--- src/rsf_regs.svh ---
`ifndef RSF_REGS_SVH
`define RSF_REGS_SVH

// Register indices; byte address is four times the index
`define RSF_IDX_CTRL        8'h32
`define RSF_IDX_CTRL2       8'h33
`define RSF_IDX_STAT        8'h34

`define RSF_CTRL_RESET      16'h00d0
`define RSF_CTRL_WMASK      16'h0bff
`define RSF_CTRL2_RESET     16'h0000
`define RSF_CTRL2_WMASK     16'h001f
`define RSF_STAT_W1C_MASK   16'h000f

// Control register fields
`define RSF_CTRL_RX_THR_LSB 5
`define RSF_CTRL_TX_THR_LSB 3
`define RSF_CTRL_TX_ERR_MSK 2
`define RSF_CTRL_TX_ALIGN   1
`define RSF_CTRL_RX_ALIGN   0

// Companion register fields
`define RSF_CTRL2_RX_THR_MSB 1
`define RSF_CTRL2_TX_THR_MSB 0

// Status register fields
`define RSF_STAT_TX_OVF     0
`define RSF_STAT_TX_UDF     1
`define RSF_STAT_RX_OVF     2
`define RSF_STAT_RX_UDF     3
`define RSF_STAT_TX_RUN     4
`define RSF_STAT_RX_RUN     5
`define RSF_STAT_TX_LVL_LSB 8
`define RSF_STAT_RX_LVL_LSB 12

// Fill level that starts reads is threshold plus this offset, capped at the FIFO depth
`define RSF_THR_LEVEL_OFS   2

`define RSF_RESP_OKAY       2'h0
`define RSF_RESP_DECERR     2'h3

`endif

--- src/rsf_pkg.sv ---
package rsf_pkg;

  typedef logic [15:0] rsf_reg16_t;

  typedef enum logic {
    RSF_FILL,
    RSF_RUN
  } rsf_rd_state_t;

endpackage

--- src/rsf_ctrl.sv ---
// Contract
// The receive start threshold is 3 bits: control bits 6-5 low, 0x33 bit 1 high.
// At threshold 2 reads begin once the write pointer leads by 4 entries.
// Transmit and receive sync FIFOs each hold 8 entries.
// Each threshold step up or down adds or removes one read cycle of latency; the code caps the start level at 8, so step 6 to 7 adds none.
// Software picks a threshold with margin against under- and overflow.
// The transmit start threshold is 3 bits: bits 4-3 low, 0x33 bit 0 high.
// Transmit skew bit 0 means clock shifted to data, 1 means aligned.
// Receive skew bit 0 drives the clock shifted to data, 1 aligned.
// The control register at 0x32 resets to 00d0.
// The transmit error mask enable at bit 2 is plain storage, reset zero.
//
// Our own choice: register access over Avalon-MM.
`timescale 1ns/10ps
`default_nettype none
`include "rsf_regs.svh"

module rsf_ctrl #(
  parameter int DATA_W    = 8,
  parameter int SYNC_DEPTH = 8,
  parameter int BUF_DEPTH = 16,
  parameter int PHY_DIV   = 12
) (
  input  wire logic              ref_clk,
  input  wire logic              rst_n,
  // Avalon-MM slave, byte address
  input  wire logic [9:0]        avs_address,
  input  wire logic              avs_read,
  input  wire logic              avs_write,
  input  wire logic [31:0]       avs_writedata,
  input  wire logic [3:0]        avs_byteenable,
  output logic [31:0]            avs_readdata,
  output logic [1:0]             avs_response,
  output logic                   avs_waitrequest,
  // Transmit link from the MAC
  input  wire logic              link_tx_clk,
  input  wire logic [DATA_W-1:0] link_txd,
  input  wire logic              link_tx_ctl,
  // Receive link to the MAC
  output logic                   link_rx_clk,
  output logic [DATA_W-1:0]      link_rxd,
  output logic                   link_rx_ctl,
  // Transmit stream toward the PHY core
  output logic                   phy_tx_valid,
  input  wire logic              phy_tx_ready,
  output logic [DATA_W-1:0]      phy_tx_data,
  // Receive stream from the PHY core
  input  wire logic              phy_rx_valid,
  output logic                   phy_rx_ready,
  input  wire logic [DATA_W-1:0] phy_rx_data
);
  localparam int SLW = $clog2(SYNC_DEPTH) + 1;
  localparam int DW  = $clog2(PHY_DIV) + 1;
  localparam logic [DW-1:0] DIV_LAST = DW'(PHY_DIV - 1);
  localparam logic [DW-1:0] DIV_HALF = DW'(PHY_DIV / 2);

  function automatic logic [7:0] reg_index(input logic [9:0] addr);
    reg_index = addr[9:2];
  endfunction

  function automatic logic reg_mapped(input logic [9:0] addr);
    reg_mapped = (addr[1:0] == 2'h0) &&
                 ((reg_index(addr) == `RSF_IDX_CTRL) ||
                  (reg_index(addr) == `RSF_IDX_CTRL2) ||
                  (reg_index(addr) == `RSF_IDX_STAT));
  endfunction

  function automatic rsf_pkg::rsf_reg16_t merge16(
    input rsf_pkg::rsf_reg16_t old_v,
    input logic [31:0]         wdata,
    input logic [3:0]          be,
    input rsf_pkg::rsf_reg16_t mask
  );
    rsf_pkg::rsf_reg16_t lanes;
    lanes   = {{8{be[1]}}, {8{be[0]}}} & mask;
    merge16 = (old_v & ~lanes) | (wdata[15:0] & lanes);
  endfunction

  // Register and bus state
  rsf_pkg::rsf_reg16_t ctrl_r, ctrl_nxt, ctrl2_r, ctrl2_nxt;
  rsf_pkg::rsf_reg16_t stat_sticky_r, stat_sticky_nxt, stat_view;
  logic [31:0] rdata_nxt;
  logic [1:0]  resp_nxt;
  logic        wait_nxt, wr_commit, rd_start;
  logic [2:0]  tx_thr, rx_thr;
  logic        tx_align, rx_align;

  // Link input synchronisers
  logic [1:0]        tclk_sync_r;
  logic              tclk_prev_r;
  logic [DATA_W-1:0] txd_s1_r, txd_s2_r;
  logic              tctl_s1_r, tctl_s2_r;
  logic              tclk_rise, tclk_fall, tx_wr_stb;

  // Read pacing and receive clock
  logic [DW-1:0] div_r, div_nxt;
  logic          rx_clk_nxt, phy_tick, phy_half, rx_rise, rx_fall, rx_edge;

  // FIFO connections
  logic              tx_rd_valid, tx_run, tx_ovf, tx_udf, buf_in_ready;
  logic [DATA_W:0]   tx_rd_data;
  logic [SLW-1:0]    tx_level, rx_level;
  logic              rx_rd_valid, rx_run, rx_ovf, rx_udf, rx_rd_stb;
  logic [DATA_W:0]   rx_rd_data;
  logic [DATA_W-1:0] rxd_nxt;
  logic              rx_ctl_nxt;
  logic [DATA_W:0]   buf_out_data;

  assign tx_thr   = {ctrl2_r[`RSF_CTRL2_TX_THR_MSB],
                     ctrl_r[`RSF_CTRL_TX_THR_LSB +: 2]};
  assign rx_thr   = {ctrl2_r[`RSF_CTRL2_RX_THR_MSB],
                     ctrl_r[`RSF_CTRL_RX_THR_LSB +: 2]};
  assign tx_align = ctrl_r[`RSF_CTRL_TX_ALIGN];
  assign rx_align = ctrl_r[`RSF_CTRL_RX_ALIGN];

  // Register file and bus slave
  always_comb begin
    stat_view = stat_sticky_r;
    stat_view[`RSF_STAT_TX_RUN] = tx_run;
    stat_view[`RSF_STAT_RX_RUN] = rx_run;
    stat_view[`RSF_STAT_TX_LVL_LSB +: 4] = 4'(tx_level);
    stat_view[`RSF_STAT_RX_LVL_LSB +: 4] = 4'(rx_level);

    wr_commit = avs_write && !avs_waitrequest && reg_mapped(avs_address);
    rd_start  = avs_read && avs_waitrequest;
    wait_nxt  = !((avs_read || avs_write) && avs_waitrequest);

    ctrl_nxt  = ctrl_r;
    ctrl2_nxt = ctrl2_r;
    stat_sticky_nxt = stat_sticky_r;
    if (wr_commit) begin
      unique case (reg_index(avs_address))
        `RSF_IDX_CTRL:
          ctrl_nxt = merge16(ctrl_r, avs_writedata, avs_byteenable,
                             `RSF_CTRL_WMASK);
        `RSF_IDX_CTRL2:
          ctrl2_nxt = merge16(ctrl2_r, avs_writedata, avs_byteenable,
                              `RSF_CTRL2_WMASK);
        default:
          stat_sticky_nxt = stat_sticky_r & ~({{8{avs_byteenable[1]}},
            {8{avs_byteenable[0]}}} & avs_writedata[15:0] &
            `RSF_STAT_W1C_MASK);
      endcase
    end
    // Hardware set wins over a same-cycle clear
    stat_sticky_nxt[`RSF_STAT_TX_OVF] = stat_sticky_nxt[`RSF_STAT_TX_OVF]
                                        | tx_ovf;
    stat_sticky_nxt[`RSF_STAT_TX_UDF] = stat_sticky_nxt[`RSF_STAT_TX_UDF]
                                        | tx_udf;
    stat_sticky_nxt[`RSF_STAT_RX_OVF] = stat_sticky_nxt[`RSF_STAT_RX_OVF]
                                        | rx_ovf;
    stat_sticky_nxt[`RSF_STAT_RX_UDF] = stat_sticky_nxt[`RSF_STAT_RX_UDF]
                                        | rx_udf;

    rdata_nxt = avs_readdata;
    resp_nxt  = avs_response;
    if (rd_start || (avs_write && avs_waitrequest)) begin
      rdata_nxt = 32'h0000_0000;
      resp_nxt  = reg_mapped(avs_address) ? `RSF_RESP_OKAY
                                          : `RSF_RESP_DECERR;
      if (rd_start && reg_mapped(avs_address)) begin
        unique case (reg_index(avs_address))
          `RSF_IDX_CTRL:  rdata_nxt = {16'h0000, ctrl_r};
          `RSF_IDX_CTRL2: rdata_nxt = {16'h0000, ctrl2_r};
          default:        rdata_nxt = {16'h0000, stat_view};
        endcase
      end
    end
  end

  always_ff @(posedge ref_clk or negedge rst_n) begin
    if (!rst_n) begin
      ctrl_r          <= `RSF_CTRL_RESET;
      ctrl2_r         <= `RSF_CTRL2_RESET;
      stat_sticky_r   <= 16'h0000;
      avs_readdata    <= 32'h0000_0000;
      avs_response    <= `RSF_RESP_OKAY;
      avs_waitrequest <= 1'b1;
    end else begin
      ctrl_r          <= ctrl_nxt;
      ctrl2_r         <= ctrl2_nxt;
      stat_sticky_r   <= stat_sticky_nxt;
      avs_readdata    <= rdata_nxt;
      avs_response    <= resp_nxt;
      avs_waitrequest <= wait_nxt;
    end
  end

  // Transmit link capture; edges found on the synchronised clock
  always_comb begin
    tclk_rise = tclk_sync_r[1] && !tclk_prev_r;
    tclk_fall = !tclk_sync_r[1] && tclk_prev_r;
    // Shifted clock: sample at rising edge; aligned: mid-bit, falling
    tx_wr_stb = (tx_align ? tclk_fall : tclk_rise) && tctl_s2_r;
  end

  always_ff @(posedge ref_clk or negedge rst_n) begin
    if (!rst_n) begin
      tclk_sync_r <= 2'h0;
      tclk_prev_r <= 1'b0;
      txd_s1_r    <= '0;
      txd_s2_r    <= '0;
      tctl_s1_r   <= 1'b0;
      tctl_s2_r   <= 1'b0;
    end else begin
      tclk_sync_r <= {tclk_sync_r[0], link_tx_clk};
      tclk_prev_r <= tclk_sync_r[1];
      txd_s1_r    <= link_txd;
      txd_s2_r    <= txd_s1_r;
      tctl_s1_r   <= link_tx_ctl;
      tctl_s2_r   <= tctl_s1_r;
    end
  end

  rsf_sync_fifo #(
    .DATA_W (DATA_W + 1),
    .DEPTH  (SYNC_DEPTH)
  ) u_tx_sync (
    .clk       (ref_clk),
    .rst_n     (rst_n),
    .threshold (tx_thr),
    .wr_stb    (tx_wr_stb),
    .wr_data   ({tctl_s2_r, txd_s2_r}),
    .rd_stb    (phy_tick),
    .rd_hold   (!buf_in_ready),
    .rd_valid  (tx_rd_valid),
    .rd_data   (tx_rd_data),
    .running   (tx_run),
    .level     (tx_level),
    .overflow  (tx_ovf),
    .underflow (tx_udf)
  );

  rsf_stream_fifo #(
    .WIDTH (DATA_W + 1),
    .DEPTH (BUF_DEPTH)
  ) u_tx_buf (
    .clk       (ref_clk),
    .rst_n     (rst_n),
    .in_valid  (tx_rd_valid),
    .in_ready  (buf_in_ready),
    .in_data   (tx_rd_data),
    .out_valid (phy_tx_valid),
    .out_ready (phy_tx_ready),
    .out_data  (buf_out_data)
  );
  assign phy_tx_data = buf_out_data[DATA_W-1:0];

  // Read pacing divider; also makes the receive link clock
  always_comb begin
    phy_tick   = (div_r == DIV_LAST);
    phy_half   = (div_r == DIV_HALF - DW'(1));
    div_nxt    = phy_tick ? '0 : div_r + DW'(1);
    // Clock edges lag the strobes by one cycle, as the read data does
    rx_rise    = (div_r == '0);
    rx_fall    = (div_r == DIV_HALF);
    rx_clk_nxt = rx_rise ? 1'b1 : (rx_fall ? 1'b0 : link_rx_clk);
    // Aligned: data moves with the rising edge; shifted: with the falling
    rx_rd_stb  = rx_align ? phy_tick : phy_half;
    rx_edge    = rx_align ? rx_rise : rx_fall;
    rxd_nxt    = rx_rd_valid ? rx_rd_data[DATA_W-1:0] : link_rxd;
    rx_ctl_nxt = rx_rd_valid ? 1'b1 : (rx_edge ? 1'b0 : link_rx_ctl);
  end

  rsf_sync_fifo #(
    .DATA_W (DATA_W + 1),
    .DEPTH  (SYNC_DEPTH)
  ) u_rx_sync (
    .clk       (ref_clk),
    .rst_n     (rst_n),
    .threshold (rx_thr),
    .wr_stb    (phy_rx_valid && phy_rx_ready),
    .wr_data   ({1'b1, phy_rx_data}),
    .rd_stb    (rx_rd_stb),
    .rd_hold   (1'b0),
    .rd_valid  (rx_rd_valid),
    .rd_data   (rx_rd_data),
    .running   (rx_run),
    .level     (rx_level),
    .overflow  (rx_ovf),
    .underflow (rx_udf)
  );

  always_ff @(posedge ref_clk or negedge rst_n) begin
    if (!rst_n) begin
      div_r        <= '0;
      link_rx_clk  <= 1'b0;
      link_rxd     <= '0;
      link_rx_ctl  <= 1'b0;
      phy_rx_ready <= 1'b0;
    end else begin
      div_r        <= div_nxt;
      link_rx_clk  <= rx_clk_nxt;
      link_rxd     <= rxd_nxt;
      link_rx_ctl  <= rx_ctl_nxt;
      phy_rx_ready <= (rx_level < SLW'(SYNC_DEPTH - 1));
    end
  end

endmodule // rsf_ctrl
`default_nettype wire

--- src/rsf_sync_fifo.sv ---
`timescale 1ns/10ps
`default_nettype none
`include "rsf_regs.svh"

module rsf_sync_fifo #(
  parameter int DATA_W = 9,
  parameter int DEPTH  = 8
) (
  input  wire logic                  clk,
  input  wire logic                  rst_n,
  input  wire logic [2:0]            threshold,
  input  wire logic                  wr_stb,
  input  wire logic [DATA_W-1:0]     wr_data,
  input  wire logic                  rd_stb,
  input  wire logic                  rd_hold,
  output logic                       rd_valid,
  output logic [DATA_W-1:0]          rd_data,
  output logic                       running,
  output logic [$clog2(DEPTH):0]     level,
  output logic                       overflow,
  output logic                       underflow
);
  localparam int AW = $clog2(DEPTH);

  logic [DATA_W-1:0]     mem_r [DEPTH];
  logic [AW:0]           wptr_r, wptr_nxt, rptr_r, rptr_nxt;
  logic [AW+1:0]         start_lvl;
  logic                  do_wr, do_rd, ovf_nxt, udf_nxt;
  rsf_pkg::rsf_rd_state_t st_r, st_nxt;

  assign level   = wptr_r - rptr_r;
  assign running = (st_r == rsf_pkg::RSF_RUN);

  always_comb begin
    start_lvl = (AW+2)'(threshold) + (AW+2)'(`RSF_THR_LEVEL_OFS);
    if (start_lvl > (AW+2)'(DEPTH))
      start_lvl = (AW+2)'(DEPTH);
    do_wr    = wr_stb && (level != (AW+1)'(DEPTH));
    ovf_nxt  = wr_stb && !do_wr;
    do_rd    = 1'b0;
    udf_nxt  = 1'b0;
    st_nxt   = st_r;
    unique case (st_r)
      rsf_pkg::RSF_FILL: begin
        if ({1'b0, level} >= start_lvl)
          st_nxt = rsf_pkg::RSF_RUN;
      end
      rsf_pkg::RSF_RUN: begin
        if (rd_stb && !rd_hold) begin
          if (level == '0) begin
            udf_nxt = 1'b1;
            st_nxt  = rsf_pkg::RSF_FILL;
          end else begin
            do_rd = 1'b1;
          end
        end
      end
    endcase
    wptr_nxt = do_wr ? wptr_r + (AW+1)'(1) : wptr_r;
    rptr_nxt = do_rd ? rptr_r + (AW+1)'(1) : rptr_r;
  end

  always_ff @(posedge clk or negedge rst_n) begin
    if (!rst_n) begin
      wptr_r    <= '0;
      rptr_r    <= '0;
      st_r      <= rsf_pkg::RSF_FILL;
      rd_valid  <= 1'b0;
      rd_data   <= '0;
      overflow  <= 1'b0;
      underflow <= 1'b0;
    end else begin
      wptr_r    <= wptr_nxt;
      rptr_r    <= rptr_nxt;
      st_r      <= st_nxt;
      rd_valid  <= do_rd;
      rd_data   <= mem_r[rptr_r[AW-1:0]];
      overflow  <= ovf_nxt;
      underflow <= udf_nxt;
    end
  end

  always_ff @(posedge clk) begin
    if (do_wr)
      mem_r[wptr_r[AW-1:0]] <= wr_data;
  end

endmodule // rsf_sync_fifo
`default_nettype wire

--- src/rsf_stream_fifo.sv ---
`timescale 1ns/10ps
`default_nettype none

module rsf_stream_fifo #(
  parameter int WIDTH = 9,
  parameter int DEPTH = 16
) (
  input  wire logic             clk,
  input  wire logic             rst_n,
  input  wire logic             in_valid,
  output logic                  in_ready,
  input  wire logic [WIDTH-1:0] in_data,
  output logic                  out_valid,
  input  wire logic             out_ready,
  output logic [WIDTH-1:0]      out_data
);
  localparam int AW = $clog2(DEPTH);

  logic [WIDTH-1:0] mem_r [DEPTH];
  logic [AW:0]      wp_r, wp_nxt, rp_r, rp_nxt, cnt;
  logic             push, pop, ov_nxt;

  assign cnt      = wp_r - rp_r;
  assign in_ready = (cnt != (AW+1)'(DEPTH));

  always_comb begin
    push   = in_valid && in_ready;
    pop    = (cnt != '0) && (!out_valid || out_ready);
    ov_nxt = pop || (out_valid && !out_ready);
    wp_nxt = push ? wp_r + (AW+1)'(1) : wp_r;
    rp_nxt = pop ? rp_r + (AW+1)'(1) : rp_r;
  end

  always_ff @(posedge clk or negedge rst_n) begin
    if (!rst_n) begin
      wp_r      <= '0;
      rp_r      <= '0;
      out_valid <= 1'b0;
      out_data  <= '0;
    end else begin
      wp_r      <= wp_nxt;
      rp_r      <= rp_nxt;
      out_valid <= ov_nxt;
      if (pop)
        out_data <= mem_r[rp_r[AW-1:0]];
    end
  end

  always_ff @(posedge clk) begin
    if (push)
      mem_r[wp_r[AW-1:0]] <= in_data;
  end

endmodule // rsf_stream_fifo
`default_nettype wire

--- config.mk ---
export PLATFORM = sky130hd
export DESIGN_NAME = rsf_ctrl
export DESIGN_NICKNAME = d
export VERILOG_FILES = /design/src/rsf_pkg.sv /design/src/rsf_ctrl.sv /design/src/rsf_sync_fifo.sv /design/src/rsf_stream_fifo.sv
export VERILOG_INCLUDE_DIRS = /design/src
export SDC_FILE = /design/constraint.sdc
export NUM_CORES = 1
export LEC_CHECK = 0
export BUFFER_PORTS_ARGS = -buffer_cell sky130_fd_sc_hd__buf_2
export CORE_ASPECT_RATIO = 0.5
export CORE_MARGIN = 10
export CORE_UTILIZATION = 45
export DETAILED_ROUTE_END_ITERATION = 12
export PLACE_DENSITY = 0.7
export SLEW_MARGIN = 10
export SYNTH_ARGS = -nofsm -noshare
export SYNTH_HDL_FRONTEND = slang
export SYNTH_SLANG_ARGS = --single-unit
export TNS_END_PERCENT = 30
--- constraint.sdc ---
create_clock -name ref_clk -period 4.27 [get_ports ref_clk]
set_input_delay 0.854 -clock ref_clk [delete_from_list [all_inputs] [get_ports ref_clk]]
set_output_delay 0.854 -clock ref_clk [all_outputs]
set_load 0.01 [all_outputs]
==> results of run 1 <==
==> flip-flops by register name, summed over array words and instances (netlist names), 8 cells and up, named ones only <==
register           flops
link_rxd               8
u_tx_buf.mem_r       128
txd_s1_r               8
u_rx_sync.mem_r       64
txd_s2_r               8
u_tx_sync.mem_r       64
u_tx_sync.rd_data      8
u_tx_buf.out_data      8
u_rx_sync.rd_data      8
avs_readdata          16
==> cells by family after synthesis <==
| family | count (synthesis) |
|---|---|
| multiplexers | 114 |
| other | 1 |
| AND/OR/NAND/NOR | 204 |
| flip-flops | 390 |
| buffers and inverters | 75 |
| adder cells (fa/ha/maj) | 37 |
| XOR/XNOR | 31 |
| AO/OA/AOI/OAI | 67 |
==> stage by stage <==
stage,cells,cell area [µm²],hold slack [ns]
4_1_cts,1535,17980,0.3483
2_1_floorplan,934,15880,0.3312
5_1_grt,1535,17980,0.3517
3_5_place_dp,1470,16810,0.3347
6_report,1535,17980,0.3477
3_3_place_gp,1470,16810,0.3379
==> power breakdown <==
group / internal (mW) / leakage (nW) / switching (mW)
clock: 1.81 / 0.570 / 1.39
combinational: 1.48 / 2.30 / 1.62
sequential: 4.78 / 3.96 / 0.479
total: 8.07 / 6.83 / 3.49
==> layer usage <==
metal / vias to the layer above / track usage, % / wire length (µm) / share of wire, %
li1: 3692 / - / - / -
met3: 46 / 2.903 / 1223 / 4.0
met5: - / 0 / 0 / 0
met4: 0 / 3.618 / 581 / 1.9
met1: 4132 / 16.76 / 12430 / 41
met2: 129 / 25.48 / 16010 / 53
==> worst max-delay path by stage <==
stage	cells after the start	startpoint	endpoint	slack, ns
after floorplan	10	u_rx_sync.rptr_r[1]	u_rx_sync.mem_r[4][0]	0.58
after global placement	7	u_rx_sync.rptr_r[2]	u_rx_sync.mem_r[6][5]	1.01
after detailed placement	6	u_rx_sync.rptr_r[2]	u_rx_sync.mem_r[6][5]	0.95
after CTS	7	u_rx_sync.rptr_r[2]	u_rx_sync.mem_r[6][2]	0.94
after global routing	6	u_rx_sync.rptr_r[2]	u_rx_sync.mem_r[6][2]	0.70
final	7	u_rx_sync.rptr_r[2]	u_rx_sync.mem_r[6][2]	1.00
==> worst max-delay path, delay by kind of cell (launching register included) <==
kind            cells  cell delay [ns]
fa+ha+maj           1             0.44
simple gates        2             0.78
compound gates      3             0.65
buf+inv             1             0.42
flops               1             0.60
==> cells in the final DEF, fill, tap and decap left out, types with 7 or more instances in the layout <==
cell type / instances
a21oi_1: 18
a22o_1: 7
and2_1: 14
buf_2: 84
buf_4: 26
clkbuf_16: 36
clkinv_1: 7
clkinv_2: 8
conb_1: 16
dfrtp_1: 129
edfxtp_1: 256
ha_1: 35
inv_1: 23
mux2_2: 35
mux4_1: 15
mux4_2: 57
nand2_1: 89
nand3_1: 10
nor2_1: 25
nor2b_1: 9
nor3_1: 10
nor3b_1: 8
o21ai_0: 21
xnor2_1: 17
xor2_1: 13
==> final cells by class <==
cell class / instances / area [µm²]
Fill cell: 2820 / 16610
Timing Repair Buffer: 111 / 626.9
Clock buffer: 41 / 919.6
Inverter: 25 / 93.84
Clock inverter: 24 / 247.7
Multi-Input combinational cell: 469 / 4452
Tap cell: 475 / 594.3
Sequential cell: 390 / 11050
==> flow_metrics.tcl, run 1 <==
set metrics [dict create \
    cts-root-buf "clkbuf_16" \
    dr.pass1.iters 4 \
    initial_core_util_pct 45.75 \
    synthXorXnorAreaFrac_pct 1.763 \
    num_antenna_cells 0 \
    synthCells 919 \
    drc 0 \
    status "completed" \
    vias 7999 \
    synth_area_leaders "edfxtp_1 49%, dfrtp_1 21%, mux4_2 8.1%, ha_1 2.8%, mux4_1 2.5%" \
    placementRows 48 \
    r2r-end "u_rx_sync.mem_r[6][2]" \
    htree_levels 2 \
    startpoint_type "register" \
    r2r_setup_slack_ns 1.00 \
    die_area_um2 43530 \
    p_leak_nw 6.835 \
    overflow 0 \
    r2r_cells 7 \
    synth_edf_count 256 \
    period_needed_ns 3.267 \
    hold_path_class "reg2reg" \
    ctsResizeCount 0 \
    synth-compound-area-share_pct 2.917 \
    yosysSeqAreaShare_pct 69.79 \
    path_clk_slew_ns 0.06 \
    path_cells "clkinv_1, ha_1, o21a_1, o21ai_1, nand2_1, a21oi_1, and4_1" \
    fin_util_pct 51.98 \
    fp.coreArea_um2 34590 \
    layout-drive-gt1-share_pct 26.04 \
    cp_slowest_cell "dfrtp_1" \
    synth.distinct_cells 57 \
    crit_fanout 11 \
    tightest_slew_ns 0.9836 \
    reg2reg_from "u_rx_sync.rptr_r[2]" \
    power_density_nw_per_um2 643.1 \
    min_path_cells 0 \
    max_freq_mhz 306.0 \
    place.gp.congestion 0.7593 \
    dp_hpwl_um 19810 \
    die_height_um 152.6 \
    io_pins 125 \
    cts_sinks 390 \
    cts_tree "done" \
    yosysMostFrequentCell "edfxtp_1" \
    ys_ff_latch 390 \
    avgSynthCellArea_um2 17.22 \
    hold_start "txd_s1_r[5]" \
    drt-initial-drc-count 532 \
    clk-insertion-delay-late_ns 0.54 \
    cts_made_buffers 36 \
    drt-vias-per-instance 5.211 \
    power_mw 11.56 \
    crit_required_ns 4.43 \
    antenna_found_initial 1 \
    grt_max_degree 101 \
    irDropWorstVdd_mv 0.3769 \
    synth-warning-count 0 \
    area_delta_synth_final_pct 13.61 \
    finalSetupTns_ns 0 \
    synth_area_um2 15830 \
    grt_setup_unrepaired "no" \
    worstPathArrival_ns 3.43 \
    final_max_slew_viol_count 0 \
    yosysTopAreaCell "edfxtp_1" \
    die_width_um 285.2 \
    synth_top_family_by_area "multiplexers" \
    antenna_left 0 \
    drt-total-wl_um 30240 \
    post-cts-setup-buffers 0 \
    port_buffers 85 \
    critPathMaxStageDelay_ns 0.60 \
    skew_ns 0.02821 \
    postCtsHoldBufs 0 \
    hold_violations 0 \
    pre_cts_ws_ns 0.9493 \
    async_flop_share_pct 34.36 \
    period_share_pct 76.52 \
    grt_pass1_vias 8512 \
    fin_ws_ns 1.003 \
    end_kind "register" \
    synth_mux_area_share_pct 13.54 \
    ys.flop_type "edfxtp_1" \
    synth_top_area_share_pct 48.57 \
    critical_path_class "reg2reg" \
    synth_commonest_cells "256 x edfxtp_1, 130 x dfrtp_1, 89 x nand2_1" \
    drv_cap 0 \
    yosys.area_share.adder_pct 3.020 \
    final_nets 1140 \
    grt_pass1_wl_um 48150 \
    slew_headroom_pct 34.43 \
    grt_use_total_pct 14.04 \
    setup_viol 0 \
    wl_per_cell_um 19.70 \
    synthSimpleGateAreaFrac_pct 6.506 \
    cts_max_path_buffers 3 \
    hold-path-endpoint "txd_s2_r[5]" \
]
No activity file was read; power rests on OpenSTA's default activity.
==> run 2: changes to the inputs <==
--- a/config.mk
+++ b/config.mk
@@ -11,7 +11,7 @@
 export CORE_MARGIN = 10
 export CORE_UTILIZATION = 45
 export DETAILED_ROUTE_END_ITERATION = 12
-export PLACE_DENSITY = 0.7
+export PLACE_DENSITY = 0.72
 export SLEW_MARGIN = 10
 export SYNTH_ARGS = -nofsm -noshare
 export SYNTH_HDL_FRONTEND = slang
==> constraint.sdc (replaced) <==
create_clock -name ref_clk -period 2.9 [get_ports ref_clk]
set_input_delay 0.58 -clock ref_clk [delete_from_list [all_inputs] [get_ports ref_clk]]
set_output_delay 0.58 -clock ref_clk [all_outputs]
set_load 0.01 [all_outputs]
==> run 2 against run 1 <==
Against the previous run:
- global-route usage down 0.29 points
- combinational power up 67%
- critical path depth unchanged
- wire length fell by 1.1%
- clock skew shrank 0.0046 ns
- worst hold slack worse by 0.31 ns
- sequential share of layout area shrank 1.3 points
- non-clock buffer count rose by 24
- register-to-register slack got worse by 0.87 ns
==> flow_metrics.tcl, run 2 (same netlist as run 1, synthesis figures left out) <==
set metrics [dict create \
    sw_frac_of_total_pct 30.23 \
    power_frac_seq_pct 43.4 \
    grt_pass1_wl_um 48200 \
    initial_core_util_pct 45.75 \
    hold_path_class "in2async" \
    largest_reg_flops 128 \
    crit_required_ns 3.11 \
    path_cells "ha_1, nor2b_1, o22ai_2, xnor2_2, o41ai_4, nor3b_1, and2_2" \
    final_nets 1164 \
    power_density_nw_per_um2 953.6 \
    wl_per_cell_um 19.17 \
    place.gp.congestion 0.7694 \
    placed_cells_incl_taps 1493 \
    cts_sinks 390 \
    period_share_pct 95.29 \
    cts_tree "done" \
    die_height_um 152.6 \
    reg2reg_from "u_tx_buf.wp_r[1]" \
    grt_max_degree 61 \
    hold_violations 0 \
    p_leak_nw 7.015 \
    r2r_cells 7 \
    antenna_found_initial 1 \
    status "completed" \
    final_max_slew_viol_count 0 \
    skew_ns 0.02362 \
    r2r_setup_slack_ns 0.14 \
    overflow 0 \
    final_cell_mix "256 x edfxtp_1, 129 x dfrtp_1, 88 x nand2_1, 84 x buf_2, 57 x mux4_2" \
    drt-initial-drc-count 490 \
    cp_slowest_cell "dfrtp_1" \
    dp_hpwl_um 20080 \
    fin_ws_ns 0.1365 \
    area_delta_synth_final_pct 16.06 \
    setup_viol 0 \
    critical_path_class "reg2reg" \
    finalSetupTns_ns 0 \
    path_delay_family "simple AND/OR/NAND/NOR gates" \
    fin_util_pct 53.10 \
    startpoint_type "register" \
    fp.coreArea_um2 34590 \
    die_area_um2 43530 \
    grt_pass1_vias 8759 \
    grt_setup_unrepaired "yes" \
    clk-insertion-delay-late_ns 0.53 \
    worstPathArrival_ns 2.98 \
    layout-drive-gt1-share_pct 30.17 \
    fin_cells 1560 \
    antenna_left 0 \
    clkPwrFrac_pct 26.9 \
    cts-root-buf "clkbuf_16" \
    drv_cap 0 \
    vias 8037 \
    layout_commonest_cell "edfxtp_1" \
    io_pins 125 \
    placementRows 48 \
    die_width_um 285.2 \
    drt-vias-per-instance 5.152 \
    critPathMaxStageDelay_ns 0.43 \
    irDropWorstVdd_mv 0.4056 \
    period_needed_ns 2.764 \
    grt_use_total_pct 13.75 \
    port_buffers 85 \
    end_kind "register" \
    finalHoldWorstSlack_ns 0.03833 \
    intPower_mw 12.22 \
    crit_buf_inv 0 \
    cts_max_path_buffers 3 \
    r2r-end "u_tx_buf.mem_r[4][4]" \
    cts_made_buffers 36 \
    drc 0 \
    htree_levels 2 \
    path_clk_slew_ns 0.07 \
    max_freq_mhz 361.9 \
    p_comb_share_pct 29.7 \
    dr.pass1.iters 5 \
    slew_headroom_pct 44.34 \
    drt-total-wl_um 29900 \
    tightest_slew_ns 0.8319 \
    p_sw_mw 5.295 \
    pre_cts_ws_ns 0.04558 \
    crit_fanout 8 \
]
==> run 2: power by group through the flow <==
stage	combinational [mW]	sequential [mW]	clock [mW]
after floorplan	3.77	7.62	0
after global placement	5.13	7.64	0
after detailed placement	5.27	7.73	0
after CTS	5.30	7.62	4.84
after global routing	5.72	7.72	5.08
final	5.19	7.61	4.71
==> run 2: final cells by class <==
cell class	instances	area (µm²)
inverters	25	93.84
multi-input cells	469	4621
well taps	475	594.3
fillers	2742	16230
clock buffers	49	989.7
clock inverters	16	187.7
diodes	1	2.502
flip-flops and latches	390	11050
repair buffers	135	832.0
==> run 2: repair_timing <==
item,in CTS,in global routing
setup endpoints to repair,0,139
gates resized for setup,0,11
hold buffers,0,0
buffers inserted,0,1
==> run 2: per-stage QoR <==
| step | power, mW | instance area [µm²] |
|---|---|---|
| floorplan | 11.39 | 16040 |
| global placement | 12.77 | 17150 |
| finish | 17.52 | 18370 |
| CTS | 17.76 | 18330 |
| global route | 18.52 | 18370 |
| detailed placement | 13.00 | 17150 |
==> run 2: metal layers <==
| layer | up-vias | routed length (µm) | track usage (%) |
|---|---|---|---|
| met5 | - | 0 | 0 |
| met2 | 116 | 15530 | 24.40 |
| met3 | 47 | 1102 | 2.784 |
| li1 | 3731 | - | - |
| met1 | 4143 | 12640 | 16.73 |
| met4 | 0 | 632 | 4.067 |
==> run 2: how the worst max path moves through the flow <==
stage / startpoint / endpoint / slack, ns / cells past startpoint
detailed placement: u_tx_buf.wp_r[1] / u_tx_buf.mem_r[10][0] / 0.05 / 7
floorplan: u_tx_buf.rp_r[1] / u_tx_buf.mem_r[7][0] / -0.09 / 10
global placement: u_rx_sync.wptr_r[0] / u_rx_sync.mem_r[6][0] / 0.15 / 8
finish: u_tx_buf.wp_r[1] / u_tx_buf.mem_r[4][4] / 0.14 / 7
CTS: u_tx_buf.wp_r[1] / u_tx_buf.mem_r[10][3] / 0.02 / 7
global route: u_tx_buf.wp_r[1] / u_tx_buf.mem_r[4][4] / -0.04 / 7
